--- src/verilog/light_prox_defines.vh ---
`ifndef LIGHT_PROX_DEFINES_VH
`define LIGHT_PROX_DEFINES_VH

// ---------------------------------------------------------------
// bus address and register indices
// ---------------------------------------------------------------
`define SLAVE_ADDR 7'h44
`define REG_OPERATION_CONTROL 4'h0
`define REG_SENSING_CONFIG 4'h1
`define REG_RESULT_LOW 4'h2
`define REG_RESULT_HIGH 4'h3
`define REG_LOW_THR_LOW 4'h4
`define REG_LOW_THR_HIGH 4'h5
`define REG_HIGH_THR_LOW 4'h6
`define REG_HIGH_THR_HIGH 4'h7
`define REG_RESERVED 4'h8

// ---------------------------------------------------------------
// reset values
// ---------------------------------------------------------------
`define RST_BYTE_ZERO 8'h00
`define RST_BYTE_ONES 8'hff

// ---------------------------------------------------------------
// field positions
// ---------------------------------------------------------------
`define MODE_MSB 7
`define MODE_LSB 5
`define FLAG_BIT 2
`define PERSIST_MSB 1
`define PERSIST_LSB 0
`define SCHEME_BIT 7
`define MOD_BIT 6
`define CURR_MSB 5
`define CURR_LSB 4
`define RES_MSB 3
`define RES_LSB 2
`define FSR_MSB 1
`define FSR_LSB 0

// ---------------------------------------------------------------
// mode codes
// ---------------------------------------------------------------
`define MODE_OFF 3'h0
`define MODE_RSVD 3'h4
`define MODE_CONT_BIT 2

// ---------------------------------------------------------------
// resolution codes and conversion lengths in oscillator clocks
// ---------------------------------------------------------------
`define RES_16 2'h0
`define RES_12 2'h1
`define RES_8 2'h2
`define RES_4 2'h3
`define CONV_LEN_16 17'h1_0000
`define CONV_LEN_12 17'h0_1000
`define CONV_LEN_8 17'h0_0100
`define CONV_LEN_4 17'h0_0010

// ---------------------------------------------------------------
// persistence counts
// ---------------------------------------------------------------
`define PERSIST_1 5'h01
`define PERSIST_4 5'h04
`define PERSIST_8 5'h08
`define PERSIST_16 5'h10

`endif

--- src/verilog/pin_sync.v ---
`default_nettype none

// two-flop synchroniser for one asynchronous level
module pin_sync (
    input wire clk_sys,
    input wire rst_n,
    input wire pin_in,
    output wire pin_out
);
    reg meta_q;
    reg sync_q;

    // first stage feeds the second stage only
    always @(posedge clk_sys) begin
        if (!rst_n) begin
            meta_q <= 1'b1;
            sync_q <= 1'b1;
        end else begin
            meta_q <= pin_in;
            sync_q <= meta_q;
        end
    end

    assign pin_out = sync_q;
endmodule

`default_nettype wire

--- src/verilog/conversion_seq.v ---
`default_nettype none
`include "light_prox_defines.vh"

// conversion sequencer: counts oscillator ticks, captures adc result
module conversion_seq (
    input wire clk_sys,
    input wire rst_n,
    input wire [2:0] mode,
    input wire [1:0] res_code,
    input wire scheme,
    input wire osc_tick,
    input wire [15:0] adc_sample,
    output reg conv_busy_q,
    output reg conv_done_q,
    output reg [15:0] result_q,
    output wire oneshot_done
);
    reg [16:0] count_q;
    reg [16:0] conv_len;
    reg [15:0] sample_mask;
    reg [15:0] shaped;
    wire mode_active;
    wire is_prox;

    assign mode_active = (mode != `MODE_OFF) && (mode != `MODE_RSVD);
    assign is_prox = (mode[1:0] == 2'b11);
    assign oneshot_done = conv_done_q && !mode[`MODE_CONT_BIT];

    // conversion length and sign position from the resolution code
    always @* begin
        case (res_code)
            `RES_12: begin
                conv_len = `CONV_LEN_12;
                sample_mask = 16'h0fff;
            end
            `RES_8: begin
                conv_len = `CONV_LEN_8;
                sample_mask = 16'h00ff;
            end
            `RES_4: begin
                conv_len = `CONV_LEN_4;
                sample_mask = 16'h000f;
            end
            default: begin
                conv_len = `CONV_LEN_16;
                sample_mask = 16'hffff;
            end
        endcase
    end

    // right-aligned result, sign-extended in proximity mode under the ambient-subtracting scheme
    always @* begin
        shaped = adc_sample & sample_mask;
        if (is_prox && scheme) begin
            if ((shaped & ~(sample_mask >> 1)) != 16'h0000) begin
                shaped = shaped | ~(sample_mask >> 1);
            end
        end
    end

    // count integration clocks and refresh the result at the end
    always @(posedge clk_sys) begin
        if (!rst_n) begin
            count_q <= 17'h0_0000;
            conv_busy_q <= 1'b0;
            conv_done_q <= 1'b0;
            result_q <= 16'h0000;
        end else begin
            conv_done_q <= 1'b0;
            if (!mode_active || conv_done_q) begin
                count_q <= 17'h0_0000;
                conv_busy_q <= 1'b0;
            end else if (osc_tick) begin
                conv_busy_q <= 1'b1;
                if (count_q + 17'h0_0001 >= conv_len) begin
                    count_q <= 17'h0_0000;
                    conv_done_q <= 1'b1;
                    result_q <= shaped;
                end else begin
                    count_q <= count_q + 17'h0_0001;
                end
            end
        end
    end
endmodule

`default_nettype wire

--- src/verilog/light_proximity_sensor_ctrl.v ---
`default_nettype none
`include "light_prox_defines.vh"

// Operation
// - answer only address 1000100 after start; eighth bit is read/write
// - eight byte registers; command registers keep values until rewritten
// - receiver acknowledges by pulling data low; master alone drives clock
// - mode field bits 7:5 selects power-down, once or continuous sensing
// - one-shot modes convert once, keep result, then power down themselves
// - continuous modes convert repeatedly, overwriting results until power-down
// - result above high or below low threshold is an interrupt event
// - trigger sets flag bit 2 and drives interrupt low until cleared
// - flag and interrupt clear when a transfer of register zero completes
// - interrupt after m consecutive events; persist code gives 1,4,8,16
// - scheme bit 7 picks unsigned or ambient-subtracted signed proximity
// - signed proximity result is sign-extended below 16 bit resolution
// - bit 6 picks steady or 360 kHz led modulation
// - bits 5:4 go to the led current source as drive code
// - bits 3:2 set conversion length and resolution
// - bits 1:0 select full-scale range sent to analog front end
// - result readable, low byte index 2, high byte index 3
// - results right-aligned with D0 least significant
// - both result registers refresh at end of each conversion
// - indices 4 and 5 hold low threshold, reset zero
// - indices 6 and 7 hold high threshold, reset FF
// - index 8 is reserved and reads 00h
module light_proximity_sensor_ctrl (
    input wire clk_sys,
    input wire rst_n,
    input wire scl_in,
    input wire sda_in,
    output wire sda_out,
    output reg sda_oe_q,
    output wire int_n_out,
    output reg int_n_oe_q,
    input wire osc_tick,
    input wire [15:0] adc_sample,
    output reg [2:0] sense_mode_q,
    output reg led_modulation_select_q,
    output reg [1:0] led_current_q,
    output reg [1:0] full_scale_q,
    output reg led_drive_out_q,
    output reg conv_active_q
);
    // -----------------------------------------------------------
    // bus states
    // -----------------------------------------------------------
    localparam [5:0] ST_IDLE = 6'b000001;
    localparam [5:0] ST_ADDR = 6'b000010;
    localparam [5:0] ST_ACK = 6'b000100;
    localparam [5:0] ST_WRITE = 6'b001000;
    localparam [5:0] ST_READ = 6'b010000;
    localparam [5:0] ST_RACK = 6'b100000;

    wire scl_s;
    wire sda_s;
    reg scl_d1_q;
    reg sda_d1_q;
    reg [5:0] state_q;
    reg [7:0] shift_q;
    reg [3:0] bit_cnt_q;
    reg rw_q;
    reg index_phase_q;
    reg [3:0] index_q;
    reg touched_op_q;
    reg [7:0] op_ctrl_q;
    reg [7:0] sense_cfg_q;
    reg [7:0] lt_lo_q;
    reg [7:0] lt_hi_q;
    reg [7:0] ht_lo_q;
    reg [7:0] ht_hi_q;
    reg flag_q;
    reg [4:0] persist_cnt_q;
    reg [4:0] persist_need;
    reg [7:0] rd_data;
    reg [3:0] mod_div_q;
    wire start_cond;
    wire stop_cond;
    wire scl_rise;
    wire scl_fall;
    wire conv_busy;
    wire conv_done;
    wire [15:0] result;
    wire oneshot_done;
    wire out_of_window;
    wire op_done;
    wire hit_op;

    // -----------------------------------------------------------
    // pin synchronisers
    // -----------------------------------------------------------
    pin_sync u_scl_sync (
        .clk_sys(clk_sys),
        .rst_n(rst_n),
        .pin_in(scl_in),
        .pin_out(scl_s)
    );

    pin_sync u_sda_sync (
        .clk_sys(clk_sys),
        .rst_n(rst_n),
        .pin_in(sda_in),
        .pin_out(sda_s)
    );

    // edge detection on synchronised lines
    always @(posedge clk_sys) begin
        if (!rst_n) begin
            scl_d1_q <= 1'b1;
            sda_d1_q <= 1'b1;
        end else begin
            scl_d1_q <= scl_s;
            sda_d1_q <= sda_s;
        end
    end

    assign start_cond = scl_s && scl_d1_q && sda_d1_q && !sda_s;
    assign stop_cond = scl_s && scl_d1_q && !sda_d1_q && sda_s;
    assign scl_rise = scl_s && !scl_d1_q;
    assign scl_fall = !scl_s && scl_d1_q;

    // open-drain lines only ever pull low
    assign sda_out = 1'b0;
    assign int_n_out = 1'b0;

    // -----------------------------------------------------------
    // register read mux
    // -----------------------------------------------------------
    always @* begin
        case (index_q)
            `REG_OPERATION_CONTROL: rd_data = {op_ctrl_q[7:3], flag_q, op_ctrl_q[1:0]};
            `REG_SENSING_CONFIG: rd_data = sense_cfg_q;
            `REG_RESULT_LOW: rd_data = result[7:0];
            `REG_RESULT_HIGH: rd_data = result[15:8];
            `REG_LOW_THR_LOW: rd_data = lt_lo_q;
            `REG_LOW_THR_HIGH: rd_data = lt_hi_q;
            `REG_HIGH_THR_LOW: rd_data = ht_lo_q;
            `REG_HIGH_THR_HIGH: rd_data = ht_hi_q;
            default: rd_data = `RST_BYTE_ZERO;
        endcase
    end

    assign hit_op = (index_q == `REG_OPERATION_CONTROL);
    assign op_done = (stop_cond || start_cond) && touched_op_q;

    // -----------------------------------------------------------
    // bus slave state machine and register writes
    // -----------------------------------------------------------
    always @(posedge clk_sys) begin
        if (!rst_n) begin
            state_q <= ST_IDLE;
            shift_q <= 8'h00;
            bit_cnt_q <= 4'h0;
            rw_q <= 1'b0;
            index_phase_q <= 1'b0;
            index_q <= 4'h0;
            touched_op_q <= 1'b0;
            sda_oe_q <= 1'b0;
            op_ctrl_q <= `RST_BYTE_ZERO;
            sense_cfg_q <= `RST_BYTE_ZERO;
            lt_lo_q <= `RST_BYTE_ZERO;
            lt_hi_q <= `RST_BYTE_ZERO;
            ht_lo_q <= `RST_BYTE_ONES;
            ht_hi_q <= `RST_BYTE_ONES;
        end else begin
            if (oneshot_done) begin
                op_ctrl_q[`MODE_MSB:`MODE_LSB] <= `MODE_OFF;
            end
            if (op_done) begin
                touched_op_q <= 1'b0;
            end
            if (stop_cond) begin
                state_q <= ST_IDLE;
                sda_oe_q <= 1'b0;
            end else if (start_cond) begin
                state_q <= ST_ADDR;
                bit_cnt_q <= 4'h0;
                sda_oe_q <= 1'b0;
            end else begin
                case (state_q)
                    ST_ADDR: begin
                        if (scl_rise) begin
                            shift_q <= {shift_q[6:0], sda_s};
                            bit_cnt_q <= bit_cnt_q + 4'h1;
                        end
                        if (scl_fall && bit_cnt_q == 4'h8) begin
                            if (shift_q[7:1] == `SLAVE_ADDR) begin
                                rw_q <= shift_q[0];
                                index_phase_q <= !shift_q[0];
                                sda_oe_q <= 1'b1;
                                state_q <= ST_ACK;
                            end else begin
                                state_q <= ST_IDLE;
                            end
                        end
                    end
                    ST_ACK: begin
                        if (scl_fall) begin
                            bit_cnt_q <= 4'h0;
                            if (rw_q) begin
                                shift_q <= rd_data;
                                sda_oe_q <= !rd_data[7];
                                touched_op_q <= touched_op_q | hit_op;
                                state_q <= ST_READ;
                            end else begin
                                sda_oe_q <= 1'b0;
                                state_q <= ST_WRITE;
                            end
                        end
                    end
                    ST_WRITE: begin
                        if (scl_rise) begin
                            shift_q <= {shift_q[6:0], sda_s};
                            bit_cnt_q <= bit_cnt_q + 4'h1;
                        end
                        if (scl_fall && bit_cnt_q == 4'h8) begin
                            sda_oe_q <= 1'b1;
                            state_q <= ST_ACK;
                            if (index_phase_q) begin
                                index_q <= shift_q[3:0];
                                index_phase_q <= 1'b0;
                            end else begin
                                case (index_q)
                                    `REG_OPERATION_CONTROL: begin
                                        op_ctrl_q <= {shift_q[7:5], 2'b00, 1'b0, shift_q[1:0]};
                                        touched_op_q <= 1'b1;
                                    end
                                    `REG_SENSING_CONFIG: sense_cfg_q <= shift_q;
                                    `REG_LOW_THR_LOW: lt_lo_q <= shift_q;
                                    `REG_LOW_THR_HIGH: lt_hi_q <= shift_q;
                                    `REG_HIGH_THR_LOW: ht_lo_q <= shift_q;
                                    `REG_HIGH_THR_HIGH: ht_hi_q <= shift_q;
                                    default: ;
                                endcase
                                index_q <= index_q + 4'h1;
                            end
                        end
                    end
                    ST_READ: begin
                        if (scl_rise) begin
                            bit_cnt_q <= bit_cnt_q + 4'h1;
                        end
                        if (scl_fall) begin
                            if (bit_cnt_q == 4'h8) begin
                                sda_oe_q <= 1'b0;
                                index_q <= index_q + 4'h1;
                                state_q <= ST_RACK;
                            end else begin
                                shift_q <= {shift_q[6:0], 1'b0};
                                sda_oe_q <= !shift_q[6];
                            end
                        end
                    end
                    ST_RACK: begin
                        if (scl_rise) begin
                            if (sda_s) begin
                                state_q <= ST_IDLE; // master ended the read
                            end else begin
                                state_q <= ST_ACK;
                            end
                        end
                    end
                    default: state_q <= ST_IDLE;
                endcase
            end
        end
    end

    // -----------------------------------------------------------
    // conversion sequencer
    // -----------------------------------------------------------
    conversion_seq u_conv (
        .clk_sys(clk_sys),
        .rst_n(rst_n),
        .mode(op_ctrl_q[`MODE_MSB:`MODE_LSB]),
        .res_code(sense_cfg_q[`RES_MSB:`RES_LSB]),
        .scheme(sense_cfg_q[`SCHEME_BIT]),
        .osc_tick(osc_tick),
        .adc_sample(adc_sample),
        .conv_busy_q(conv_busy),
        .conv_done_q(conv_done),
        .result_q(result),
        .oneshot_done(oneshot_done)
    );

    // -----------------------------------------------------------
    // threshold window and persistence
    // -----------------------------------------------------------
    assign out_of_window = (result > {ht_hi_q, ht_lo_q}) ||
        (result < {lt_hi_q, lt_lo_q});

    always @* begin
        case (op_ctrl_q[`PERSIST_MSB:`PERSIST_LSB])
            2'b01: persist_need = `PERSIST_4;
            2'b10: persist_need = `PERSIST_8;
            2'b11: persist_need = `PERSIST_16;
            default: persist_need = `PERSIST_1;
        endcase
    end

    // sticky flag; a new trigger wins over the clear
    always @(posedge clk_sys) begin
        if (!rst_n) begin
            persist_cnt_q <= 5'h00;
            flag_q <= 1'b0;
            int_n_oe_q <= 1'b0;
        end else begin
            if (conv_done) begin
                if (out_of_window) begin
                    if (persist_cnt_q + 5'h01 >= persist_need) begin
                        flag_q <= 1'b1;
                        int_n_oe_q <= 1'b1;
                        persist_cnt_q <= 5'h00;
                    end else begin
                        persist_cnt_q <= persist_cnt_q + 5'h01;
                    end
                end else begin
                    persist_cnt_q <= 5'h00;
                end
            end
            if (op_done && !(conv_done && out_of_window &&
                    persist_cnt_q + 5'h01 >= persist_need)) begin
                flag_q <= 1'b0;
                int_n_oe_q <= 1'b0;
            end
        end
    end

    // -----------------------------------------------------------
    // analog front end control codes and led drive
    // -----------------------------------------------------------
    always @(posedge clk_sys) begin
        if (!rst_n) begin
            sense_mode_q <= `MODE_OFF;
            led_modulation_select_q <= 1'b0;
            led_current_q <= 2'b00;
            full_scale_q <= 2'b00;
            led_drive_out_q <= 1'b0;
            conv_active_q <= 1'b0;
            mod_div_q <= 4'h0;
        end else begin
            sense_mode_q <= op_ctrl_q[`MODE_MSB:`MODE_LSB];
            led_modulation_select_q <= sense_cfg_q[`MOD_BIT];
            led_current_q <= sense_cfg_q[`CURR_MSB:`CURR_LSB];
            full_scale_q <= sense_cfg_q[`FSR_MSB:`FSR_LSB];
            conv_active_q <= conv_busy;
            mod_div_q <= osc_tick ? mod_div_q + 4'h1 : mod_div_q;
            if (conv_busy && op_ctrl_q[`MODE_LSB + 1:`MODE_LSB] == 2'b11) begin
                led_drive_out_q <= sense_cfg_q[`MOD_BIT] ? mod_div_q[0] : 1'b1;
            end else begin
                led_drive_out_q <= 1'b0;
            end
        end
    end
endmodule

`default_nettype wire

--- config.mk ---
export PLATFORM = sky130hd
export DESIGN_NAME = light_proximity_sensor_ctrl
export DESIGN_NICKNAME = d
export VERILOG_FILES = /design/src/verilog/pin_sync.v /design/src/verilog/conversion_seq.v /design/src/verilog/light_proximity_sensor_ctrl.v
export VERILOG_INCLUDE_DIRS = /design/src /design/src/verilog
export SDC_FILE = /design/constraint.sdc
export NUM_CORES = 1
export LEC_CHECK = 0
export ABC_AREA = 1
export ABC_CLOCK_PERIOD_IN_PS = 2700
export BUFFER_PORTS_ARGS = -buffer_cell sky130_fd_sc_hd__buf_2
export CAP_MARGIN = 30
export CORE_ASPECT_RATIO = 1.5
export CORE_MARGIN = 2
export CORE_UTILIZATION = 40
export CTS_BUF_LIST = sky130_fd_sc_hd__clkbuf_8
export CTS_CLUSTER_SIZE = 25
export DETAILED_ROUTE_END_ITERATION = 6
export GPL_ROUTABILITY_DRIVEN = 0
export GPL_TIMING_DRIVEN = 1
export HOLD_SLACK_MARGIN = 0.08
export PLACE_DENSITY = 0.56
export SLEW_MARGIN = 15
export SYNTH_ARGS = -nofsm -noshare
export SYNTH_HDL_FRONTEND = slang
export SYNTH_HIERARCHICAL = 1
export SYNTH_SLANG_ARGS = --single-unit
export TNS_END_PERCENT = 10
--- constraint.sdc ---
create_clock -name clk_sys -period 2.7 [get_ports clk_sys]
set_input_delay 0.27 -clock clk_sys [delete_from_list [all_inputs] [get_ports clk_sys]]
set_output_delay 0.27 -clock clk_sys [all_outputs]
set_load 0.02 [all_outputs]
### Word-level counts from Yosys, hierarchy flattened

Cells that the tools add are included.

| storage, ports and cells | value |
|---|---|
| flip-flop bits (word level) | 132 |
| bits in latches | 0 |
| RAM bits | 0 |
| bits in read-only memories | 0 |
| input port bits | 21 |
| output and inout port bits | 14 |
| word-level logic and storage cells | 220 |
| memories kept | 0 |

| operators by class | value |
|---|---|
| $add $sub $neg | 5 |
| $mul | 0 |
| div/mod/pow operators | 0 |
| order comparisons | 4 |
| equality and inequality tests | 39 |
| shift-type cells | 0 |
| mux-type cells | 65 |
| bitwise operators | 11 |
| reduce and logical (&&, ||, !) cells | 61 |

Operators by type and width:

| kind | count |
|---|---|
| $mux W8 | 11 |
| $reduce_and A6 Y1 | 11 |
| $pmux W8 S8 | 1 |
| $pmux W17 S3 | 1 |
| $pmux W16 S3 | 1 |
| $mux W6 | 6 |
| $and A16 B16 Y16 | 2 |
| $mux W16 | 2 |
| $pmux W6 S5 | 1 |
| $mux W4 | 7 |
| $pmux W8 S3 | 1 |
| $ne A3 B3 Y1 const B | 7 |
| $mux W1 | 20 |
| $ne A2 B2 Y1 const B | 9 |
| $add A17 B1 Y17 const B | 1 |
| $ge A17 B17 Y1 | 1 |
| $mux W17 | 1 |
| $eq A4 B3 Y1 const B | 4 |
| $gt A16 B16 Y1 | 1 |
| $logic_and A1 B1 Y1 | 16 |
| $lt A16 B16 Y1 | 1 |
| $not A15 Y16 | 1 |
| $or A16 B16 Y16 | 1 |
| $pmux W4 S2 | 2 |
| other kinds (38) | 76 |

### Depth between registers and ports, before layout

Gate-level depths: netlist of run 1.

| logic depth | value |
|---|---|
| word-level depth | 12 |
| depth in mapped cells | 20 |
| gate-level depth less buffers | 19 |

### Modules after synthesis

Netlist of run 1, hierarchy kept.

Modules (own cells, without submodules):

| module | instances | cells each | area each (sq um) | sequential area each (sq um) |
|---|---|---|---|---|
| light_proximity_sensor_ctrl | 1 | 720 | 5,217.5 | 1,801.7 |
| conversion_seq | 1 | 392 | 2,411.1 | 700.7 |
| pin_sync | 2 | 6 | 55.1 | 40.0 |

### Worst setup path after synthesis of run 1

No wires, ideal clock.

| timing | value |
|---|---|
| kind | flip-flop to flip-flop |
| start point | register u_conv.count_q[0] |
| end point | register u_conv.result_q[12] |
| library setup time | 0.115 ns |
| data arrival time | 2.565 ns |
| required time | 2.585 ns |
| setup slack | 0.020 ns |
| cell stages (with the launch flop) | 21 |
| path buffers | 1 |
| clock period less this slack | 2.680 ns |
| path through | dfxtp_1 -> ha_1 -> nand3_1 -> nor2_4 -> nand3_1 -> nor2_1 -> xnor2_1 -> inv_1 -> ha_1 -> inv_1 -> nor3_1 -> nand4_1 -> nor2_1 -> nand2_1 -> nand2_1 -> nand2_1 -> nand3_2 -> buf_6 -> nand3_1 -> nand2_1 -> nor2_1 |

| on the way | value |
|---|---|
| longest elaborated chain between the ends | 3 |

Ends and longest elaborated chain:

| element | line | text |
|---|---|---|
| from (decl) | conversion_seq.v:18 | `reg [16:0] count_q;` |
| from (signal assigned) | conversion_seq.v:80 | `count_q <= count_q + 17'h0_0001;` |
| $add A17 B1 Y17 | conversion_seq.v:75 | `if (count_q + 17'h0_0001 >= conv_len) begin` |
| $ge A17 B17 Y1 | conversion_seq.v:75 |  |
| $reduce_and A3 Y1 (no line) | n/a |  |
| to (signal assigned) | conversion_seq.v:78 | `result_q <= shaped;` |
| to (decl) | conversion_seq.v:15 | `output reg [15:0] result_q,` |

No other way between the ends.
A chain may end at the register's enable or synchronous reset.

### Final worst setup path of run 1

| timing | value |
|---|---|
| start point | register u_conv.count_q[1] |
| end point | register u_conv.result_q[2] |

The elaborated chain is that of the path after synthesis.

==> metrics.yaml, run 1 <==
regToRegEndpoint: "u_conv/result_q[2]$_SDFFE_PN0P_"
r2r_slack_ns: -0.03
p_per_area_nw_per_um2: 450
first_global_vias: 7266
synthMuxAreaShare: 0
path_clk_slew_ns: 0.08
fillers: 2041
grt_setup_unrepaired: "true"
synth_top_area_cell: "dfxtp_1"
core_area_um2: 19100
post_synth_num_cell_types: 47
yosys.area_share.simple: 0.296
pwr-share-clk: 0.503
crit_path_frequent_cell: "nand2_1"
antenna_found_initial: 0
initial_core_util: 0.406
vias_per_cell: 5.08
worstHoldPathType: "input port to flop"
synth-compound-area-share: 0.172
ant_nets: 0
async_flop_share: 0
drv_cap: 0
dieArea_um2: 20500
p_int_mw: 3.20
grt_util_met2: 0.423
status: "finished, violations left"
pwr-share-comb: 0.026
route.vias.total: 7393
synth_warnings: 6
setup_viol: 14
synthAdderAreaFrac: 0.0776
power_mw: 4.06
cts-root-buf: "clkbuf_8"
drive_above_1_share: 0.154
netlist_top_cells_count: "nand2_1, inv_1, dfxtp_1"
reg2reg_depth: 20
cts_tree: "yes"
wl_um: 22200
drc: 0
violations: "setup timing"
switching_share: 0.212
syn_to_final_growth_pct: 16.5
fmax_mhz: 366
drt_iter0_markers: 273
period_needed_ns: 2.73
max-vdd-ir-drop_uv: 260
post-place-ws_ns: -0.0925
startpoint: "u_conv/count_q[1]$_SDFFE_PP0P_"
ys_seq_area_frac: 0.334
place_area_um2: 8270
die_w_um: 118
grt_use_met3: 0.0367
max_stage_delay_ns: 0.36
regArea_um2: 2580
gr-total-overflow: 0
dp_hpwl_um: 16800
arrival_ns: 3.09
slew_headroom: 0.428
cts_max_path_buffers: 2
track_usage: 0.221
dr.pass1.iters: 5
synthCells: 1124
worst_pin_slew_ns: 0.857
cp.required_ns: 3.06
yosysMostFrequentCell: "nand2_1"
avgSynthCellArea_um2: 6.88
cts_sinks: 129
dieHeight_um: 174
p_leak_nw: 4.34
final_hold_viol_count: 0
ys.flop_type: "dfxtp_1"
stdcell_area_um2: 9010
port-buffer-count: 32
timing.final.ws_setup_ns: -0.0299
synth_top_family_by_area: "simple AND/OR/NAND/NOR gates"
synth-edff-count: 0
worstSetupPathType: "flop to flop"
crit_end: "u_conv/result_q[2]$_SDFFE_PN0P_"
synth_area_leaders: "dfxtp_1, nand2_1, ha_1, inv_1, a21oi_1"
maxSlewViolCount: 0
cts_buffers: 17
skew_ns: 0.0144
cp_cell_sequence: "ha_4 > nand3_4 > nor2_4 > nand3_2 > inv_2 > nand3_2 > xnor2_2 > ha_1 > nand2_1 > nor3_2 > nand4_1 > nor2_1 > nand2_1 > nand2_1 > nand2_2 > nand3_4 > clkbuf_16 > nand3_1 > nand2_1 > nor2_1"
io_pins: 35
h-tree-depth: 4
power.switching_mw: 0.860
regToRegStartpoint: "u_conv/count_q[1]$_SDFFE_PP0P_"
yosysTopAreaCellShare: 0.334
path_max_fanout: 6
fin_crit_sh: 1.01
end_kind: "flop"
multi_input_area_um2: 4450
grt_pass1_wl_um: 36000
grt_max_degree: 38
rows: 62
yosys_register_bits: 129
p_seq_frac: 0.471
clk_latency_ns: 0.45
synth_xor_area_frac: 0.0124
busiest_layer: "met2"
post_drt_wl_per_cell_um: 15.3
nNetsFinal: 1254
antenna_cells: 0
fin_tns_setup_ns: -0.281
final_util: 0.472
crit_path_start_kind: "flop"
synth_area_um2: 7740
cp_slowest_cell: "dfxtp_2"
grt_use_met1: 0.235
-- critical path, delay by kind of cell, from the launching register on --
family	cells	cell delay, ns
XOR/XNOR	1	0.16
adder cells (fa/ha/maj)	2	0.48
buffers and inverters	2	0.24
flip-flops	1	0.36
AND/OR/NAND/NOR	15	1.39
-- cells in the final DEF, fill, tap and decap left out, types with 7 or more instances in the layout --
cell type,instances
a21oi_1,105
buf_2,32
buf_4,35
clkbuf_8,20
dfxtp_1,127
ha_1,45
inv_1,155
inv_2,10
nand2_1,246
nand2_2,10
nand3_1,72
nand4_1,28
nor2_1,101
nor2_2,12
nor2_4,10
nor3_1,13
o211ai_2,16
o21ai_0,61
o21ai_1,7
o22ai_1,16
-- area by class of cell --
cell class                 instances  share of cell area
inverter                         163              0.0679
clock buffer                      20              0.0305
multi-input combinational        799               0.494
timing repair buffer              75              0.0616
sequential                       129               0.287
clock inverter                    12              0.0236
tap                              256              0.0355
-- flip-flops by register name, indices dropped and copies added, names as in the netlist, 6 cells and up --
signal           flops
ht_hi_q              8
ht_lo_q              8
lt_hi_q              8
lt_lo_q              8
sense_cfg_q          8
shift_q              8
state_q              6
u_conv/count_q      17
u_conv/result_q     16
-- per-stage QoR --
stage | instances | hold WS (ns)
finish | 1454 | 0.131
floorplan | 1125 | 0.339
detailed placement | 1412 | 0.388
CTS | 1447 | 0.118
global placement | 1412 | 0.386
global route | 1454 | 0.154
-- routing by layer --
metal / routed length, µm / share of wire
met1: 8840 / 0.40
met2: 12000 / 0.54
met3: 586 / 0.026
met4: 804 / 0.036
met5: 0 / 0
-- what timing repair did --
item                       in CTS  in global routing
gates cloned                    0                  2
setup endpoints to repair      34                 40
hold endpoints to repair        2                  0
pin swaps                       1                 14
hold buffers                    2                  0
gates resized for setup         3                 24
buffers inserted                1                  5
-- worst min path at each step --
| stage | startpoint | to | slack (ns) | depth (start not counted) |
|---|---|---|---|---|
| global placement | u_scl_sync/meta_q$_SDFF_PN1_ | u_scl_sync/pin_out$_SDFF_PN1_ | 0.39 | 2 |
| floorplan | rst_n | u_scl_sync/meta_q$_SDFF_PN1_ | 0.34 | 1 |
| CTS | adc_sample[2] | u_conv/result_q[2]$_SDFFE_PN0P_ | 0.12 | 5 |
| global route | adc_sample[2] | u_conv/result_q[2]$_SDFFE_PN0P_ | 0.15 | 5 |
| detailed placement | u_sda_sync/meta_q$_SDFF_PN1_ | u_sda_sync/pin_out$_SDFF_PN1_ | 0.39 | 2 |
| finish | adc_sample[2] | u_conv/result_q[2]$_SDFFE_PN0P_ | 0.13 | 5 |
-- cells by family (layout without fill, tap and decap cells) --
kind of cell | count (synthesis) | in the layout
adders and majority gates | 48 | 48
xor gates and xnor gates | 11 | 11
buffers and inverters | 197 | 270
other | 1 | 2
and+or+nand+nor | 512 | 512
DFF | 129 | 129
AOI/OAI and AO/OA | 226 | 226
-- power groups by stage --
stage | Clock (mW) | Sequential [mW] | Combinational [mW]
floorplan | 0 | 1.96 | 0.0688
global placement | 0 | 1.96 | 0.106
detailed placement | 0 | 1.96 | 0.105
CTS | 2.08 | 1.91 | 0.108
global route | 2.14 | 1.91 | 0.121
finish | 2.04 | 1.91 | 0.107
No activity file was read; power rests on OpenSTA's default activity.
==> run 2: changes to the inputs <==
--- a/config.mk
+++ b/config.mk
@@ -23,6 +23,5 @@
 export SLEW_MARGIN = 15
 export SYNTH_ARGS = -nofsm -noshare
 export SYNTH_HDL_FRONTEND = slang
-export SYNTH_HIERARCHICAL = 1
 export SYNTH_SLANG_ARGS = --single-unit
 export TNS_END_PERCENT = 10
==> run 2 against run 1 <==
Against the previous run: the run now ends clean; global-route usage increased by 1.1 points; fmax increased by 2.6%; critical path depth increased by 1; utilization increased by 0.21 points; wire length decreased by 1.3%; critical endpoint is now u_conv.result_q[5]$_SDFFE_PN0P_; largest cell class unchanged.
==> metrics.yaml, run 2 <==
status: "completed"
power.switching_mw: 0.929  # +8.0%
die_w_um: 115  # -1.8%
maxSlewViolCount: 0  # unchanged
arrival_ns: 3.01  # -0.08 ns
pwr-share-clk: 0.444  # -0.059
regToRegEndpoint: "u_conv.result_q[5]$_SDFFE_PN0P_"
h-tree-depth: 4  # unchanged
worstSetupPathType: "flop to flop"
largest_register_ffs: 17  # unchanged
fin_tns_setup_ns: 0  # +0.281 ns
route.vias.total: 7170  # -3.0%
top_register: "u_conv.count_q"
fmax_mhz: 376  # +2.6%
post_drt_wl_per_cell_um: 15.8  # +3.5%
max-vdd-ir-drop_uv: 243  # -6.5%
synth-edff-count: 0  # unchanged
core_area_um2: 18400  # -3.6%
p_leak_nw: 3.97  # -8.4%
p_int_mw: 2.71  # -15%
cts_max_path_buffers: 2  # unchanged
initial_core_util: 0.405  # -0.000582
grt_util_met2: 0.428  # +0.00541
switching_share: 0.256  # +0.0436
synth_top_area_cell: "dfxtp_1"
dp_hpwl_um: 16500  # -1.9%
synth_area_leaders: "dfxtp_1, nand2_1, ha_1, inv_1, a21oi_1"
io_pins: 35  # unchanged
antenna_found_initial: 0  # unchanged
fillers: 1931  # -5.4%
wl_um: 21900  # -1.3%
dr.pass1.iters: 5  # unchanged
grt_pass1_wl_um: 35400  # -1.7%
setup_viol: 0  # -14
grt_use_met3: 0.0390  # +0.00222
grt_setup_unrepaired: "true"
crit_path_start_kind: "flop"
rows: 61  # -1.6%
synth_warnings: 0  # -6
yosys_register_bits: 129  # unchanged
final_hold_viol_count: 0  # unchanged
p_per_area_nw_per_um2: 417  # -7.5%
layout_commonest_cell: "nand2_1"
power_mw: 3.64  # -10%
cts_sinks: 129  # unchanged
pwr-share-comb: 0.030  # +0.004
ant_nets: 0  # unchanged
cts-root-buf: "clkbuf_8"
regToRegStartpoint: "u_conv.count_q[0]$_SDFFE_PP0P_"
clk_latency_ns: 0.45  # about the same
synth_area_um2: 7450  # -3.8%
regArea_um2: 2580  # unchanged
antenna_cells: 0  # unchanged
startpoint: "u_conv.count_q[0]$_SDFFE_PP0P_"
multi_input_area_um2: 4260  # -4.4%
grt_max_degree: 46  # +21%
grt_use_met1: 0.262  # +0.0267
cp_slowest_cell: "dfxtp_2"
drt_iter0_markers: 386  # +41%
max_stage_delay_ns: 0.36  # about the same
avgSynthCellArea_um2: 7.11  # +3.2%
cts_tree: "yes"
dieHeight_um: 171  # -1.8%
p_seq_frac: 0.526  # +0.055
drv_cap: 0  # unchanged
crit_end: "u_conv.result_q[5]$_SDFFE_PN0P_"
period_needed_ns: 2.66  # -0.0686 ns
end_kind: "flop"
async_flop_share: 0  # unchanged
busiest_layer: "met2"
synthCells: 1048  # -6.8%
worstHoldPathType: "input port to flop"
ys.flop_type: "dfxtp_1"
drive_above_1_share: 0.169  # +0.0149
port-buffer-count: 32  # unchanged
yosysMostFrequentCell: "nand2_1"
track_usage: 0.232  # +0.0106
dieArea_um2: 19800  # -3.6%
yosysTopAreaCellShare: 0.347  # +0.0130
syn_to_final_growth_pct: 17.1
reg_top3: "u_conv.count_q (17), u_conv.result_q (16)"
ys_seq_area_frac: 0.347  # +0.0130
vias_per_cell: 5.17  # +1.7%
final_cell_mix: "nand2_1, inv_1, dfxtp_1"
path_clk_slew_ns: 0.08  # about the same
slew_headroom: 0.530  # +0.102
reg2reg_depth: 21  # +5.0%
gr-total-overflow: 0  # unchanged
path_max_fanout: 6  # unchanged
first_global_vias: 6927  # -4.7%
post_synth_num_cell_types: 51  # +8.5%
fin_crit_sh: 0.986  # -0.0254
crit_path_frequent_cell: "nand2_1"
nNetsFinal: 1190  # -5.1%
cp.required_ns: 3.04  # -0.02 ns
cp_cell_sequence: "ha_4 > nand2_4 > buf_4 > buf_4 > inv_2 > nand2_1 > xnor2_1 > inv_1 > ha_1 > nand3_1 > nor3_2 > nand2_1 > nor2_2 > nand2_1 > nor2_2 > nor2_2 > nand3_4 > buf_6 > nand3_2 > nand2_1 > nor2_1"
r2r_slack_ns: 0.04  # +0.07 ns
skew_ns: 0.0127  # -0.00173 ns
cts_buffers: 17  # unchanged
drc: 0  # unchanged
netlist_top_cells_count: "nand2_1, inv_1, dfxtp_1"
worst_pin_slew_ns: 0.700  # -0.157 ns
run 2: cells by family (layout without fill, tap and decap cells):
kind of cell	Yosys count	in the layout	share of synthesized area
other	1	2	0.000503
XOR/XNOR	9	9	0.0106
flip-flops	129	129	0.347
adder cells (fa/ha/maj)	48	48	0.0806
AND/OR/NAND/NOR	429	429	0.266
AO/OA/AOI/OAI	246	246	0.195
buffers and inverters	186	271	0.100
run 2: per-layer routing:
metal  vias up  wire length [µm]
met3        41               730
li1       3651                 -
met2       149             11600
met4         0               653
met1      3329              8940
met5         -                 0
run 2: layout make-up:
cell class	count	share of cell area
multi-input cells	734	0.488
flip-flops and latches	129	0.296
repair buffers	87	0.0704
inverters	152	0.0660
well taps	252	0.0361
clock buffers	18	0.0284
clock inverters	14	0.0149
run 2: power by group through the flow:
stage                     combinational, mW  clock [mW]  sequential [mW]
after floorplan                      0.0695           0             1.96
after global placement                0.106           0             1.96
after detailed placement              0.106           0             1.96
after CTS                             0.110        1.66             1.91
after global routing                  0.123        1.73             1.91
final                                 0.109        1.61             1.91
run 2: how the worst min path moves through the flow:
stage / to / startpoint / cells after the start
3_5_place_dp: u_scl_sync.pin_out$_SDFF_PN1_ / u_scl_sync.meta_q$_SDFF_PN1_ / 1
5_1_grt: u_conv.count_q[0]$_SDFFE_PP0P_ / osc_tick / 3
3_3_place_gp: u_scl_sync.pin_out$_SDFF_PN1_ / u_scl_sync.meta_q$_SDFF_PN1_ / 1
6_report: u_conv.count_q[0]$_SDFFE_PP0P_ / osc_tick / 3
4_1_cts: u_conv.count_q[0]$_SDFFE_PP0P_ / osc_tick / 3
2_1_floorplan: u_scl_sync.meta_q$_SDFF_PN1_ / scl_in / 1
run 2: through the flow:
step | utilization | std cells | setup slack, ns | hold slack [ns] | instance area, µm²
floorplan | - | 1049 | 0.00606 | 0.377 | 7470
global placement | 0.443 | 1347 | -0.205 | 0.412 | 8140
detailed placement | 0.443 | 1347 | -0.244 | 0.406 | 8140
CTS | 0.477 | 1389 | -0.102 | 0.107 | 8770
global route | 0.474 | 1386 | -0.224 | 0.116 | 8720
finish | 0.474 | 1386 | 0.0388 | 0.129 | 8720
run 2: repair_timing:
action                                  CTS  global route
endpoints found under the setup margin   34            34
hold endpoints to repair                  2             0
pin swaps                                13            16
buffers inserted                          6             1
gates resized for setup                  26            10
hold buffers                              2             0
cloned                                    2             0
run 2: worst max-delay path: cells and delay by family (launching register included):
| family | cells | cell delay, ns |
|---|---|---|
| buffers and inverters | 5 | 0.54 |
| AND/OR/NAND/NOR | 13 | 1.10 |
| XOR/XNOR | 1 | 0.13 |
| adder cells (fa/ha/maj) | 2 | 0.43 |
| flip-flops | 1 | 0.36 |
==> run 3: changes to the inputs <==
--- a/config.mk
+++ b/config.mk
@@ -12,14 +12,14 @@
 export CAP_MARGIN = 30
 export CORE_ASPECT_RATIO = 1.5
 export CORE_MARGIN = 2
-export CORE_UTILIZATION = 40
+export CORE_UTILIZATION = 55
 export CTS_BUF_LIST = sky130_fd_sc_hd__clkbuf_8
 export CTS_CLUSTER_SIZE = 25
 export DETAILED_ROUTE_END_ITERATION = 6
 export GPL_ROUTABILITY_DRIVEN = 0
 export GPL_TIMING_DRIVEN = 1
 export HOLD_SLACK_MARGIN = 0.08
-export PLACE_DENSITY = 0.56
+export PLACE_DENSITY = 0.73
 export SLEW_MARGIN = 15
 export SYNTH_ARGS = -nofsm -noshare
 export SYNTH_HDL_FRONTEND = slang
==> run 3 against run 2 <==
Against the previous run: global-route usage is 5.4 points higher; wire length is 7.8% lower; critical endpoint is now u_conv.result_q[11]$_SDFFE_PN0P_; flip-flop and latch count stayed put; worst setup slack worse by 0.011 ns; hold slack worse by 0.0053 ns; first-iteration DRC count is 22% higher.
==> metrics.yaml, run 3 (synthesized netlist as in run 2, its figures left out) <==
status: "completed"
cp_slowest_cell: "dfxtp_2"
final_hold_viol_count: 0  # unchanged
cts_max_path_buffers: 2  # unchanged
crit_path_frequent_cell: "nor2_4"
grt_setup_unrepaired: "true"
skew_ns: 0.0113  # -0.00139 ns
arrival_ns: 3.02  # about the same
cts-root-buf: "clkbuf_8"
grt_util_met2: 0.517  # +0.0891
pwr-share-clk: 0.463  # +0.019
path_clk_slew_ns: 0.08  # about the same
track_usage: 0.286  # +0.0539
route.vias.total: 7281  # +1.5%
end_kind: "flop"
p_seq_frac: 0.510  # -0.016
die_w_um: 99.0  # -14%
grt_use_met3: 0.0445  # +0.00555
power.switching_mw: 0.877  # -5.6%
clk_latency_ns: 0.45  # about the same
grt_max_degree: 83  # +80%
reg_top3: "u_conv.count_q (17), u_conv.result_q (16)"
layout_commonest_cell: "nand2_1"
worstHoldPathType: "input port to flop"
maxSlewViolCount: 0  # unchanged
crit_path_start_kind: "flop"
reg2reg_depth: 20  # -4.8%
drt_iter0_markers: 472  # +22%
top_register: "u_conv.count_q"
wl_um: 20200  # -7.8%
p_leak_nw: 3.99  # +0.53%
final_util: 0.642  # +0.168
initial_core_util: 0.558  # +0.154
worstSetupPathType: "flop to flop"
holdPathStages: 3  # unchanged
vias_per_cell: 5.66  # +9.4%
switching_share: 0.234  # -0.0219
port-buffer-count: 32  # unchanged
cp.required_ns: 3.04  # about the same
drive_above_1_share: 0.154  # -0.0155
p_int_mw: 2.88  # +6.3%
dieArea_um2: 14500  # -27%
cts_buffers: 17  # unchanged
fmax_mhz: 374  # -0.40%
grt_use_met1: 0.323  # +0.0617
p_per_area_nw_per_um2: 438  # +5.2%
nNetsFinal: 1181  # -0.76%
period_needed_ns: 2.67  # +0.0106 ns
dieHeight_um: 147  # -14%
worst_pin_slew_ns: 0.790  # +0.0897 ns
drv_cap: 0  # unchanged
core_area_um2: 13300  # -27%
grt_pass1_wl_um: 33100  # -6.6%
io_pins: 35  # unchanged
cts_sinks: 129  # unchanged
post_drt_wl_per_cell_um: 15.7  # -0.66%
stdcell_count: 1287  # -7.1%
antenna_found_initial: 0  # unchanged
max-vdd-ir-drop_uv: 282  # +16%
fin_crit_sh: 0.990  # +0.00391
pwr-share-comb: 0.028  # -0.002
slew_headroom: 0.473  # -0.0569
h-tree-depth: 4  # unchanged
final_cell_mix: "nand2_1, inv_1, dfxtp_1"
syn_to_final_growth_pct: 15.0
ant_nets: 0  # unchanged
dr.pass1.iters: 6  # +1
cts_tree: "yes"
path_max_fanout: 8  # +2
drc: 0  # unchanged
antenna_cells: 0  # unchanged
max_stage_delay_ns: 0.36  # about the same
placed_cells: 1248  # -7.3%
busiest_layer: "met2"
rows: 52  # -15%
setup_viol: 0  # unchanged
gr-total-overflow: 0  # unchanged
dp_hpwl_um: 14800  # -11%
cp_cell_sequence: "ha_4 > nand2_4 > nor2_4 > nand2_2 > inv_2 > nand4_1 > xor2_1 > inv_1 > ha_4 > nand2_4 > nor3_2 > nand2_1 > nor2_1 > nand2_1 > nor2_4 > nor2_4 > nand3_4 > nand3_2 > nand2_2 > nor2_1"
first_global_vias: 6817  # -1.6%
largest_register_ffs: 17  # unchanged
[run 3: cell count changes in the layout (fill, tap and decap cells not counted), moves of 4 or more]
cell and delta:
nand3_1 +6, nand3_2 -6, nor2_2 -4, inv_1 +4, inv_6 -4, buf_4 -7
[run 3: routing by layer]
layer | wire [µm] | part of all wire | vias to the layer above
met5 | 0 | 0 | -
met4 | 980 | 0.048 | 0
met3 | 849 | 0.042 | 70
met2 | 10500 | 0.52 | 234
met1 | 7900 | 0.39 | 3337
li1 | - | - | 3640
[run 3: power groups by stage]
| stage | sequential (mW) | clock, mW | combinational, mW |
|---|---|---|---|
| final | 1.91 | 1.74 | 0.105 |
| after global routing | 1.91 | 1.83 | 0.119 |
| after CTS | 1.91 | 1.76 | 0.104 |
| after detailed placement | 1.96 | 0 | 0.101 |
| after global placement | 1.96 | 0 | 0.101 |
| after floorplan | 1.96 | 0 | 0.0695 |
[run 3: repair_timing]
item,CTS,global route
setup endpoints to repair,34,34
pin swaps,7,12
setup buffers,2,0
gates resized for setup,18,10
gates cloned,3,0
endpoints found under the hold margin,2,0
hold buffers,2,0
[run 3: path summary, 6_finish.rpt]
check                                                         to  slack, ns                           start
worst min-delay path              u_conv.count_q[0]$_SDFFE_PP0P_       0.12                        osc_tick
worst max register to register  u_conv.result_q[11]$_SDFFE_PN0P_       0.03  u_conv.count_q[1]$_SDFFE_PP0P_
worst max-delay path            u_conv.result_q[11]$_SDFFE_PN0P_       0.03  u_conv.count_q[1]$_SDFFE_PP0P_
worst min register to register     u_sda_sync.pin_out$_SDFF_PN1_       0.42    u_sda_sync.meta_q$_SDFF_PN1_
[run 3: through the flow]
stage          area [µm²]  power [mW]  worst slack (ns)  hold slack [ns]  TNS [ns]
5_1_grt              8560        3.86            -0.154            0.122     -3.05
6_report             8560        3.75            0.0282            0.124         0
3_3_place_gp         7950        2.06           -0.0583            0.402    -0.960
3_5_place_dp         7950        2.06            -0.182            0.405     -4.19
4_1_cts              8520        3.78           0.00112            0.106         0
2_1_floorplan        7470        2.03           0.00606            0.377         0
[run 3: worst max-delay path: cells and delay by family (launching register included)]
kind,cells,cell delay (ns)
xor+xnor,1,0.22
fa+ha+maj,2,0.44
buf+inv,2,0.16
flops,1,0.36
simple gates,15,1.39
[run 3: final cells by class]
class	instances	area, µm²
Fill cell	1244	4770
Inverter	152	576
Multi-Input combinational cell	737	4300
Clock inverter	14	165
Clock buffer	18	248
Sequential cell	129	2580
Timing Repair Buffer	75	488
Tap cell	162	203
